==> config.mk <==
export PLATFORM = sky130hd
export DESIGN_NAME = rcsi_indicators
export DESIGN_NICKNAME = d
export VERILOG_FILES = /design/src/design/rcsi_pkg.sv /design/src/design/rcsi_indicators.sv
export VERILOG_INCLUDE_DIRS = /design/src /design/src/design
export SDC_FILE = /design/constraint.sdc
export NUM_CORES = 1
export LEC_CHECK = 0
export ABC_CLOCK_PERIOD_IN_PS = 2910
export BUFFER_PORTS_ARGS = -buffer_cell sky130_fd_sc_hd__buf_4
export CORE_MARGIN = 5
export CORE_UTILIZATION = 40
export CTS_CLUSTER_DIAMETER = 30
export DETAILED_ROUTE_END_ITERATION = 7
export PLACE_DENSITY_LB_ADDON = 0.15
export SYNTH_ARGS = -nofsm -noshare
export SYNTH_HDL_FRONTEND = slang
export SYNTH_SLANG_ARGS = --single-unit
==> constraint.sdc <==
create_clock -name clk_i -period 2.91 [get_ports clk_i]
set_input_delay 0.291 -clock clk_i [delete_from_list [all_inputs] [get_ports clk_i]]
set_output_delay 0.291 -clock clk_i [all_outputs]
set_load 0.02 [all_outputs]
==> src/design/rcsi_consts.svh <==
// Constants for the reclose status indicator block.
// Assumes a 125 MHz clock and a 32-bit classic Wishbone slave port.
`ifndef RCSI_CONSTS_SVH
`define RCSI_CONSTS_SVH

// ----------------------------------------
// Register offsets (byte addresses)
// ----------------------------------------
`define RCSI_OFS_CTRL      8'h00
`define RCSI_OFS_TIME_A    8'h04
`define RCSI_OFS_TIME_B    8'h08
`define RCSI_OFS_STATUS    8'h0c

// ----------------------------------------
// Field positions
// ----------------------------------------
`define RCSI_CTRL_EN       0
`define RCSI_CTRL_USE      1
`define RCSI_CTRL_SHOT_LSB 4
`define RCSI_CTRL_SHOT_MSB 6

// ----------------------------------------
// Reset values
// ----------------------------------------
`define RCSI_RST_CTRL      32'h0000_0010
`define RCSI_RST_ARC_MS    16'h0064
`define RCSI_RST_DEAD_MS   16'h01f4
`define RCSI_RST_RECL_MS   16'h2710
`define RCSI_RST_LOCK_MS   16'h1388

// ----------------------------------------
// Timing
// ----------------------------------------
`define RCSI_CLK_NS        8
`define RCSI_TICK_NS       1000000
`define RCSI_TICK_CYC      (`RCSI_TICK_NS / `RCSI_CLK_NS)
`define RCSI_PRE_W         17
`define RCSI_SHOTS         5

`endif

==> src/design/rcsi_pkg.sv <==
// Types for the reclose status indicator block.
// Assumes the constants header is compiled alongside.
package rcsi_pkg;

    // ----------------------------------------
    // Reclosing states
    // ----------------------------------------
    typedef enum logic [6:0] {
        ST_INHIBIT = 7'h01,
        ST_READY   = 7'h02,
        ST_ARCING  = 7'h04,
        ST_DEAD    = 7'h08,
        ST_RECLAIM = 7'h10,
        ST_LOCKOUT = 7'h20,
        ST_LOCKED  = 7'h40
    } rcsi_state_e;

    // ----------------------------------------
    // Whole module state
    // ----------------------------------------
    typedef struct packed {
        rcsi_state_e st;
        logic [9:0]  sy1;
        logic [9:0]  sy2;
        logic        mode_en;
        logic        use_onoff;
        logic [2:0]  last_shot;
        logic [15:0] arc_ms;
        logic [15:0] dead_ms;
        logic [15:0] recl_ms;
        logic [15:0] lock_ms;
        logic [16:0] pre;
        logic [15:0] tmr;
        logic [4:0]  req;
        logic [2:0]  shot;
        logic        ft;
        logic        psl;
        logic        ack;
        logic [31:0] dat;
        logic        i_en;
        logic        i_dis;
        logic        i_prog;
        logic        i_run;
        logic        i_seq;
        logic        i_arc;
        logic        i_recl;
        logic        i_rdy;
        logic        i_inh;
        logic        i_lck;
        logic [4:0]  i_req;
        logic [4:0]  i_shot;
    } rcsi_regs_s;

endpackage : rcsi_pkg

==> src/design/rcsi_indicators.sv <==
// Reclosing sequencer with status indicator outputs and Wishbone registers.
// Assumes request and control pins come from other logic domains and the
// object control function reports breaker position on two pins.
//
// Our own choices: the Wishbone register port and the address map.
`timescale 1ns/10ps
`include "rcsi_consts.svh"

// Contract
// - Outputs are status only; no breaker open or close commands driven here.
// - Enabled indicator is high whenever the function is enabled.
// - Disabled indicator high when on/off input used and that input inactive.
// - In-progress and dead-time indicators high while breaker open, timing reclose.
// - Five request-active indicators, each high for a shot started by that request.
// - Five shot-running indicators, each high while that shot number executes.
// - Running indicator high whenever state is running.
// - Sequence-done high after last reclose, awaiting final trip or reclaim expiry.
// - Final-trip indicator high once the final trip has been executed.
// - Arcing-time indicator high while the arcing interval is counted.
// - Reclaim-time indicator high while the reclaim interval is counted.
// - Ready indicator high when a sequence can start on a fault.
// - Post-success lockout high when fault arrives before lockout interval ends.
// - During post-success lockout no new sequence starts; function goes locked.
// - Inhibit indicator high whenever state is inhibit.
// - Locked indicator high whenever state is locked.
// - Request one has highest priority, falling down to request five.
// - Critical request moves an enabled function immediately to locked.
// - Manual unlock input releases the function from locked.
// - With on/off usage off, function counts as always in use.
module rcsi_indicators
    import rcsi_pkg::*;
#(
    parameter int unsigned TICK_CYCLES = `RCSI_TICK_CYC
) (
    // Clock and reset
    input  wire logic        clk_i,
    input  wire logic        rst_i,
    // Wishbone slave
    input  wire logic        wb_cyc_i,
    input  wire logic        wb_stb_i,
    input  wire logic        wb_we_i,
    input  wire logic [7:0]  wb_adr_i,
    input  wire logic [3:0]  wb_sel_i,
    input  wire logic [31:0] wb_dat_i,
    output logic      [31:0] wb_dat_o,
    output logic             wb_ack_o,
    // Relay inputs, asynchronous
    input  wire logic [4:0]  request_in_i,
    input  wire logic        onoff_input_i,
    input  wire logic        critical_request_in_i,
    input  wire logic        manual_unlock_in_i,
    input  wire logic        breaker_open_i,
    input  wire logic        breaker_closed_i,
    // Indicators, status only
    output logic             reclose_enabled_ind_o,
    output logic             reclose_disabled_ind_o,
    output logic             in_progress_ind_o,
    output logic             dead_time_ind_o,
    output logic             running_ind_o,
    output logic             sequence_done_ind_o,
    output logic             final_trip_ind_o,
    output logic             arcing_time_ind_o,
    output logic             reclaim_time_ind_o,
    output logic             ready_ind_o,
    output logic             post_success_lockout_ind_o,
    output logic             inhibit_ind_o,
    output logic             locked_ind_o,
    output logic      [4:0]  request_active_ind_o,
    output logic      [4:0]  shot_running_ind_o
);

    // ----------------------------------------
    // Helpers
    // ----------------------------------------
    function automatic logic [4:0] prio_pick(input logic [4:0] r);
        logic [4:0] p;
        p = 5'h00;
        for (int i = 4; i >= 0; i--) begin
            if (r[i]) begin
                p = 5'h00;
                p[i] = 1'b1;
            end
        end
        return p;
    endfunction : prio_pick

    function automatic logic [4:0] shot_dec(input logic [2:0] n);
        logic [4:0] v;
        v = 5'h00;
        for (int i = 0; i < 5; i++) begin
            if (n == 3'(i + 1)) begin
                v[i] = 1'b1;
            end
        end
        return v;
    endfunction : shot_dec

    function automatic logic [31:0] wmerge(input logic [31:0] o, input logic [31:0] n,
                                           input logic [3:0] s);
        logic [31:0] r;
        r = o;
        for (int b = 0; b < 4; b++) begin
            if (s[b]) begin
                r[b*8 +: 8] = n[b*8 +: 8];
            end
        end
        return r;
    endfunction : wmerge

    rcsi_regs_s q;
    rcsi_regs_s d;
    logic [9:0] pins;
    logic [4:0] req_s;
    logic       onoff_s;
    logic       crit_s;
    logic       man_s;
    logic       bopen_s;
    logic       bclos_s;
    logic       fault;
    logic       enabled;
    logic       tick;
    logic       done;
    logic [2:0] last;
    logic [31:0] ctrl_rd;
    logic [31:0] time_a;
    logic [31:0] time_b;
    logic [31:0] status;
    logic       is_run;

    assign pins = {breaker_closed_i, breaker_open_i, manual_unlock_in_i,
                   critical_request_in_i, onoff_input_i, request_in_i};
    assign req_s   = q.sy2[4:0];
    assign onoff_s = q.sy2[5];
    assign crit_s  = q.sy2[6];
    assign man_s   = q.sy2[7];
    assign bopen_s = q.sy2[8];
    assign bclos_s = q.sy2[9];
    assign fault   = |req_s;
    assign enabled = q.mode_en & (~q.use_onoff | onoff_s);
    assign tick    = (q.pre == 17'(TICK_CYCLES - 1));
    assign done    = (q.tmr == 16'h0000);
    // Out-of-range shot settings fall back to a single shot
    assign last    = (q.last_shot == 3'h0 || q.last_shot > 3'h5) ? 3'h1 : q.last_shot;
    assign ctrl_rd = {25'h0000000, q.last_shot, 2'h0, q.use_onoff, q.mode_en};
    assign time_a  = {q.dead_ms, q.arc_ms};
    assign time_b  = {q.lock_ms, q.recl_ms};
    assign status  = {3'h0, q.st, q.i_shot, q.i_req, q.i_en, q.i_dis, q.i_prog,
                      q.i_run, q.i_seq, q.ft, q.i_arc, q.i_recl, q.i_rdy, q.psl,
                      q.i_inh, q.i_lck};

    // ----------------------------------------
    // Next state
    // ----------------------------------------
    always_comb begin
        d = q;
        is_run = 1'b0;
        d.ack = 1'b0;
        d.sy1 = pins;
        d.sy2 = q.sy1;
        d.pre = tick ? 17'h00000 : q.pre + 17'h00001;
        if (tick && !done) begin
            d.tmr = q.tmr - 16'h0001;
        end
        // Register access, one wait state
        if (wb_cyc_i && wb_stb_i && !q.ack) begin
            d.ack = 1'b1;
            case (wb_adr_i)
                `RCSI_OFS_CTRL: d.dat = ctrl_rd;
                `RCSI_OFS_TIME_A: d.dat = time_a;
                `RCSI_OFS_TIME_B: d.dat = time_b;
                `RCSI_OFS_STATUS: d.dat = status;
                default: d.dat = 32'h0000_0000;
            endcase
            if (wb_we_i) begin
                case (wb_adr_i)
                    `RCSI_OFS_CTRL: begin
                        if (wb_sel_i[0]) begin
                            d.mode_en   = wb_dat_i[`RCSI_CTRL_EN];
                            d.use_onoff = wb_dat_i[`RCSI_CTRL_USE];
                            d.last_shot = wb_dat_i[`RCSI_CTRL_SHOT_MSB:`RCSI_CTRL_SHOT_LSB];
                        end
                    end
                    `RCSI_OFS_TIME_A: {d.dead_ms, d.arc_ms} = wmerge(time_a, wb_dat_i, wb_sel_i);
                    `RCSI_OFS_TIME_B: {d.lock_ms, d.recl_ms} = wmerge(time_b, wb_dat_i, wb_sel_i);
                    default: ;
                endcase
            end
        end
        // ----------------------------------------
        // Reclosing sequence
        // ----------------------------------------
        case (q.st)
            ST_INHIBIT: begin
                d.st = ST_READY;
            end
            ST_READY: begin
                if (fault) begin
                    d.req = prio_pick(req_s);
                    d.shot = 3'h1;
                    d.tmr = q.arc_ms;
                    d.st = ST_ARCING;
                end
            end
            ST_ARCING: begin
                // Fault cleared before a trip: nothing to reclose
                if (!fault) begin
                    d.st = ST_READY;
                end else if (done && bopen_s) begin
                    d.tmr = q.dead_ms;
                    d.st = ST_DEAD;
                end
            end
            ST_DEAD: begin
                if (done && bclos_s) begin
                    d.tmr = q.recl_ms;
                    d.st = ST_RECLAIM;
                end
            end
            ST_RECLAIM: begin
                if (fault && q.shot < last) begin
                    d.req = prio_pick(req_s);
                    d.shot = q.shot + 3'h1;
                    d.tmr = q.arc_ms;
                    d.st = ST_ARCING;
                end else if (fault) begin
                    d.ft = 1'b1;
                    d.st = ST_LOCKED;
                end else if (done) begin
                    d.tmr = q.lock_ms;
                    d.st = ST_LOCKOUT;
                end
            end
            ST_LOCKOUT: begin
                if (fault) begin
                    d.psl = 1'b1;
                    d.st = ST_LOCKED;
                end else if (done) begin
                    d.st = ST_READY;
                end
            end
            ST_LOCKED: begin
                if (man_s) begin
                    d.ft = 1'b0;
                    d.psl = 1'b0;
                    d.st = ST_READY;
                end
            end
            default: d.st = ST_INHIBIT;
        endcase
        if (crit_s && enabled) begin
            d.st = ST_LOCKED;
        end
        // Locked survives a disable so an unlock is still required
        if (!enabled && d.st != ST_LOCKED) begin
            d.st = ST_INHIBIT;
        end
        is_run = (d.st == ST_ARCING) || (d.st == ST_DEAD) || (d.st == ST_RECLAIM);
        if (!is_run) begin
            d.req = 5'h00;
            d.shot = 3'h0;
        end
        // ----------------------------------------
        // Indicators, registered; state indicators from next state, enabled and disabled from current inputs
        // ----------------------------------------
        d.i_en   = enabled;
        d.i_dis  = q.use_onoff & ~onoff_s;
        d.i_prog = (d.st == ST_DEAD);
        d.i_run  = is_run;
        d.i_seq  = (d.st == ST_RECLAIM) && (d.shot == last);
        d.i_arc  = (d.st == ST_ARCING);
        d.i_recl = (d.st == ST_RECLAIM);
        d.i_rdy  = (d.st == ST_READY);
        d.i_inh  = (d.st == ST_INHIBIT);
        d.i_lck  = (d.st == ST_LOCKED);
        d.i_req  = d.req;
        d.i_shot = shot_dec(d.shot);
    end

    // ----------------------------------------
    // State register
    // ----------------------------------------
    always_ff @(posedge clk_i) begin
        if (rst_i) begin
            q <= '0;
            q.st <= ST_INHIBIT;
            q.mode_en <= 1'((`RCSI_RST_CTRL >> `RCSI_CTRL_EN) & 32'h1);
            q.use_onoff <= 1'((`RCSI_RST_CTRL >> `RCSI_CTRL_USE) & 32'h1);
            q.last_shot <= 3'((`RCSI_RST_CTRL >> `RCSI_CTRL_SHOT_LSB) & 32'h7);
            q.arc_ms <= `RCSI_RST_ARC_MS;
            q.dead_ms <= `RCSI_RST_DEAD_MS;
            q.recl_ms <= `RCSI_RST_RECL_MS;
            q.lock_ms <= `RCSI_RST_LOCK_MS;
            q.i_inh <= 1'b1;
        end else begin
            q <= d;
        end
    end

    // ----------------------------------------
    // Outputs, status only, no breaker commands
    // ----------------------------------------
    assign wb_dat_o = q.dat;
    assign wb_ack_o = q.ack;
    assign reclose_enabled_ind_o = q.i_en;
    assign reclose_disabled_ind_o = q.i_dis;
    assign in_progress_ind_o = q.i_prog;
    assign dead_time_ind_o = q.i_prog;
    assign running_ind_o = q.i_run;
    assign sequence_done_ind_o = q.i_seq;
    assign final_trip_ind_o = q.ft;
    assign arcing_time_ind_o = q.i_arc;
    assign reclaim_time_ind_o = q.i_recl;
    assign ready_ind_o = q.i_rdy;
    assign post_success_lockout_ind_o = q.psl;
    assign inhibit_ind_o = q.i_inh;
    assign locked_ind_o = q.i_lck;
    assign request_active_ind_o = q.i_req;
    assign shot_running_ind_o = q.i_shot;
endmodule : rcsi_indicators

Yosys cells after proc, flatten, opt, wreduce, memory -nomap -nowiden --
Cells that the tools add are included.
Word-level totals: bits in registers 187, output and inout port bits 56, word-level logic and storage cells 153
Operators by class: add/sub/neg operators 3, magnitude comparators 2, equal/unequal tests 30, muxes and demuxes 43, bitwise logic cells 6, reduce and logical (&&, ||, !) cells 36
Operators by type and width (count):
- 32-bit case mux with 4 select lines | 1
- 16-bit 2-to-1 mux | 7
- 7-bit 2-to-1 mux | 12
- 16-bit case mux with 4 select lines | 1
- 7-bit case mux with 7 select lines | 1
- 4-bit AND reduction | 10
- 33-bit 2-to-1 mux | 1
- 5-bit 2-to-1 mux | 5
- 24-bit 2-to-1 mux | 1
- 17-bit by 1-bit adder with 17-bit output (second input constant) | 1
- 17-bit equality test (second input constant) | 1
- 8-bit by 4-bit equality test with 1-bit output (second input constant) | 2
- 16-bit zero test | 1
- 8-bit case mux with 2 select lines | 1
- 16-bit by 1-bit subtractor with 16-bit output (second input constant) | 1
- 7-bit by 1-bit equality test with 1-bit output (second input constant) | 2
- 7-bit by 2-bit equality test with 1-bit output (second input constant) | 2
- 7-bit by 3-bit equality test with 1-bit output (second input constant) | 2
- 7-bit by 4-bit equality test with 1-bit output (second input constant) | 2
- 7-bit by 5-bit equality test with 1-bit output (second input constant) | 2
- 7-bit equality test (second input constant) | 2
- 2-bit inequality test (second input constant) | 6
- 1-bit logical AND | 9
- 8-bit by 3-bit equality test with 1-bit output (second input constant) | 1
- other kinds (25) | 46

Longest topological paths before layout --
word-level depth 17, mapped depth 12

Least setup slack after synthesis --
No wires, ideal clock.
path kind reg-to-reg, from register q (netlist bit ctrl_rd[5]), to register q (netlist bit sequence_done_ind_o), arrival time 2.866 ns, data required time 2.788 ns, slack -0.078 ns, cell stages (with the launch flop) 12, path buffers 1, period minus slack after synthesis 2.988 ns, cell sequence dfxtp_1 -> nand2b_1 -> ha_1 -> and3b_1 -> a221oi_2 -> and2_1 -> clkbuf_1 -> nand3_1 -> o21ai_1 -> nand2b_1 -> a311oi_1 -> o311a_1
On the way: word-level cells in the longest chain between the ends 17, elaborated cells on any way between the ends 22, those cells by class order compare (2); eq/ne (5); mux (8); reduce/logical (7)
Ends and longest elaborated chain:
- from (decl) | RTL line rcsi_indicators.sv:110 | rcsi_regs_s q;
- 3-bit greater-than comparator or 3-bit zero test (tied branches) | RTL line rcsi_indicators.sv:143 | assign last = (q.last_shot == 3'h0 || q.last_shot > 3'h5) ? 3'h1 : q.last_shot;
- 1-bit logical OR | RTL line rcsi_indicators.sv:143
- 3-bit 2-to-1 mux (*) | RTL line rcsi_indicators.sv:143
- 3-bit < comparator | RTL line rcsi_indicators.sv:220 | if (fault && q.shot < last) begin
- 1-bit logical AND | RTL line rcsi_indicators.sv:220
- 7-bit 2-to-1 mux | RTL line rcsi_indicators.sv:220
- 7-bit case mux with 7 select lines | RTL line rcsi_indicators.sv:192 | case (q.st)
- 7-bit 2-to-1 mux | RTL line rcsi_indicators.sv:250 | if (crit_s && enabled) begin
- 7-bit inequality test | RTL line rcsi_indicators.sv:254 | if (!enabled && d.st != ST_LOCKED) begin
- 1-bit logical AND | RTL line rcsi_indicators.sv:254
- 7-bit 2-to-1 mux | RTL line rcsi_indicators.sv:254
- 7-bit by 3-bit equality test with 1-bit output or 7-bit by 4-bit equality test with 1-bit output (tied branches) | RTL line rcsi_indicators.sv:257 | is_run = (d.st == ST_ARCING) || (d.st == ST_DEAD) || (d.st == ST_RECLAIM);
- 1-bit logical OR (2 in a row) | RTL line rcsi_indicators.sv:257
- 3-bit 2-to-1 mux | RTL line rcsi_indicators.sv:258 | if (!is_run) begin
- 3-bit equality test | RTL line rcsi_indicators.sv:269 | d.i_seq = (d.st == ST_RECLAIM) && (d.shot == last);
- 1-bit logical AND (*) | RTL line rcsi_indicators.sv:269
Every way passes the cells marked *; elsewhere a longest branch is shown, timed or not. The select of a mux whose other input is x is not followed. A chain may end at the register's enable or synchronous reset.

Worst setup path after layout --
from register q (netlist bit ctrl_rd[6]), to register q (netlist bit shot_running_ind_o[3])
On the way: word-level cells in the longest chain between the ends 17, elaborated cells on any way between the ends 22, those cells by class order compare (2); eq/ne (5); mux (9); reduce/logical (6)
Ends and longest elaborated chain:
- 3-bit greater-than comparator or 3-bit zero test (tied branches) | RTL line rcsi_indicators.sv:143
- 1-bit logical OR | RTL line rcsi_indicators.sv:143
- 3-bit 2-to-1 mux (*) | RTL line rcsi_indicators.sv:143
- 3-bit < comparator (*) | RTL line rcsi_indicators.sv:220
- 1-bit logical AND (*) | RTL line rcsi_indicators.sv:220
- 7-bit 2-to-1 mux | RTL line rcsi_indicators.sv:220
- 7-bit case mux with 7 select lines | RTL line rcsi_indicators.sv:192
- 7-bit 2-to-1 mux | RTL line rcsi_indicators.sv:250
- 7-bit inequality test | RTL line rcsi_indicators.sv:254
- 1-bit logical AND | RTL line rcsi_indicators.sv:254
- 7-bit 2-to-1 mux | RTL line rcsi_indicators.sv:254
- 7-bit by 3-bit equality test with 1-bit output or 7-bit by 4-bit equality test with 1-bit output (tied branches) | RTL line rcsi_indicators.sv:257
- 1-bit logical OR (2 in a row) | RTL line rcsi_indicators.sv:257
- 3-bit 2-to-1 mux (*) | RTL line rcsi_indicators.sv:258
- 3-bit equality test (*) | RTL line rcsi_indicators.sv:91 | if (n == 3'(i + 1)) begin
- 1-bit 2-to-1 mux (*) | RTL line rcsi_indicators.sv:91
Marks and branches as above.

==> impl_metrics.toml <==
[clock_network]
postCtsHoldBufs = 0
clkLatencyLatePin_ps = 440
cts.clk_slew.worst_paths_ps = 90
cts_root_buffer = "clkbuf_16"
cts.sinks = 187
numCtsBuffers = 17
cts_htree_levels = 4
clockBufferDepth = 2
cts_tree = "done"

[synth]
synth_common_cells = "dfxtp_1, nor2_1, nand2_1"
synth-async-reset-ratio_pct = 0
syn_nets = 1098
synth_top_area_share_pct = 40.8
synth_top_family_by_area = "simple AND/OR/NAND/NOR gates"
synthMuxAreaShare_pct = 9.62
synth_area_leader_cell = "dfxtp_1"
yosysSeqAreaShare_pct = 40.8
synth_edf_count = 0
synth.most_common_cell = "dfxtp_1"
synth_fa_ha_area_share_pct = 0.682
synth_seq_cells = 187
synth.avg_cell_area_um2 = 8.88
synth_xor_area_share_pct = 2.77
synth_cell_types = 76
ys.warnings.count = 0
synth-compound-area-share_pct = 18.3
syn_inst = 1034
netlist_area_um2 = 9180
synthTopCellsByArea = "dfxtp_1, nor2_1, mux2i_1"
ys.flop_type = "dfxtp_1"
synth-simple-area-share_pct = 21.0

[die]
start_util_pct = 40.5
die_y_um = 161
core_area_um2 = 22600
die_x_um = 161
rows = 55
io_pins = 115
die_area_um2 = 26100

[timing]
finalSetupViolCount = 0
hold_viol = 0
timing.hold.ws_ps = 53.3
fin_crit_sh_pct = 94.8
slew_viol_final = 0
tns_ps = 0
tightest_slew_ps = 747
skew_ps = 14.0
period_minus_slack_ps = 2760
fmax_mhz = 362
relSlewSlack_pct = 50.2

[final_layout]
layout.nets = 1189
design_area_um2 = 11000
final_util_pct = 48.7
n_antenna_cell = 0
areaGrowthSynthToFinish_pct = 20.0
drive_above_1_share_pct = 24.2

[placed_design]
dpl_cell_area_um2 = 10300
dp_hpwl_um = 22100
port_buffers = 114
gp_congestion = 0.918

[worst_hold_path]
min_path_cells = 2
whs_endpoint = "d[167]"
hp-class = "input pin to flip-flop"
min_from = "request_in_i[2]"

[power_and_ir_drop]
p_leak_nw = 4.09
vdd_drop_max_mv = 0.319
power_frac_seq_pct = 47.8
switching_power_mw = 1.48
p_clk_share_pct = 46.3
comb_power_share_pct = 5.9
power.internal_mw = 3.93
power_mw = 5.41
power_density_nw_per_um2 = 491
swShare_pct = 27.4

[worst_setup_path]
reg2reg_slack_ps = 150
rr_endpoint = "shot_running_ind_o[3]"
r2r_cells = 11
crit_arrival_ps = 3110
end_kind = "flip-flop"
critPathRequiredTime_ps = 3260
regToRegStartpoint = "ctrl_rd[6]"
path_max_fanout = 8
crit_type = "flip-flop to flip-flop"
crit_path_start_kind = "flip-flop"

[global_route]
met1_usage_pct = 31.8
grt_first_pass_wirelength_um = 45800
met3_usage_pct = 4.13
antenna_found_initial = 2
grt_use_met2_pct = 34.3
grt_pass1_vias = 7758
grt_use_total_pct = 22.4
busiest_layer = "met2"
grt_max_degree = 58
globalRouteOverflowTotal = 0

[drt]
drtIter0Drc = 628
vias_per_cell = 5.72
vias = 8145
drt_wl_total_um = 29800
dr.pass1.iters = 5
routedWlPerCell_um = 20.9
remaining_drc_errors = 0
ant_nets = 0

[run]
maxCapViolCount = 0

[status]
status = "complete, no violations"
power by group through the flow:
stage          clock [mW]  sequential, mW  combinational, mW
2_1_floorplan           0            2.64              0.163
3_3_place_gp            0            2.65              0.314
3_5_place_dp            0            2.65              0.313
4_1_cts              2.55            2.58              0.314
5_1_grt              2.67            2.59              0.344
6_report             2.50            2.58              0.319
critical path: stages (launching register included):
cell	delay [ps]
dfxtp_2	350
inv_1	90
nand2_1	110
ha_1	310
a21o_1	190
a221oi_4	390
buf_4	180
a31oi_1	100
buf_4	190
a32oi_1	340
nand2_1	170
a311oi_2	250
sequential cells by signal, summed over array words and instances, names as in the netlist, 5 cells and up:
| signal | cells |
|---|---|
| wb_dat_o | 32 |
| ctrl_rd | 5 |
| q | 112 |
| request_active_ind_o | 5 |
| d | 10 |
| shot_running_ind_o | 5 |
through the flow:
| stage | cells | setup slack, ps |
|---|---|---|
| detailed placement | 1388 | 28.0 |
| floorplan | 1034 | 40.9 |
| global route | 1423 | -14.6 |
| CTS | 1420 | 12.2 |
| finish | 1423 | 151 |
| global placement | 1388 | 73.6 |
logic make-up (layout without fill, tap and decap cells):
family                   Yosys count  after routing
adder cells (fa/ha/maj)            5              5
AO/OA/AOI/OAI                    232            232
multiplexers                      79             79
flip-flops                       187            187
AND/OR/NAND/NOR                  385            385
buffers and inverters            117            221
XOR/XNOR                          29             29
timing repair:
action,4_1_cts,5_1_grt
resized for setup,0,13
setup endpoints to repair,0,24
setup buffers,0,3
routing by layer:
| metal | wire length, µm | share of wire, % | up-vias |
|---|---|---|---|
| li1 | - | - | 3860 |
| met2 | 13000 | 44 | 290 |
| met4 | 885 | 3.0 | 2 |
| met5 | 13 | 0.044 | - |
| met3 | 1730 | 5.8 | 46 |
| met1 | 14100 | 47 | 3947 |
cell usage in the layout, fill, tap and decap left out, types with 5 or more instances in the layout:
| cell | instances |
|---|---|
| dfxtp_1 | 185 |
| buf_4 | 178 |
| nor2_1 | 164 |
| nand2_1 | 50 |
| mux2i_1 | 50 |
| a22oi_1 | 48 |
| nor2b_1 | 44 |
| a21oi_1 | 43 |
| a22o_1 | 32 |
| nand3_1 | 31 |
| o21ai_0 | 27 |
| mux2_2 | 24 |
| a211o_1 | 20 |
| xor2_1 | 17 |
| clkbuf_16 | 17 |
| nor3_1 | 13 |
| xnor2_1 | 12 |
| inv_1 | 9 |
| nor4_1 | 9 |
| a31oi_1 | 9 |
| nand2b_1 | 8 |
| and3_1 | 7 |
| or3_1 | 7 |
| o21ai_1 | 7 |
| nand4_1 | 7 |
| a211oi_1 | 6 |
| nor4b_1 | 6 |
| clkinv_8 | 6 |
| mux4_2 | 5 |
worst max-delay path by stage:
stage                           from  slack [ps]                    end  cells after the start
after global routing      ctrl_rd[6]         -10  shot_running_ind_o[3]                     11
after detailed placement  ctrl_rd[5]          30                  q[68]                     10
after floorplan           ctrl_rd[5]          40    sequence_done_ind_o                     11
after global placement    ctrl_rd[5]          70                  q[68]                     10
after CTS                 ctrl_rd[5]          10                  q[68]                     10
final                     ctrl_rd[6]         150  shot_running_ind_o[3]                     11
layout make-up:
class / count / area [µm²]
Multi-Input combinational cell: 730 / 4870
Clock inverter: 15 / 224
Sequential cell: 187 / 3750
Timing Repair Buffer: 179 / 1360
Tap cell: 285 / 357
Inverter: 10 / 37.5
Fill cell: 2226 / 11600
Clock buffer: 17 / 425
(Power assumes the default switching activity.)
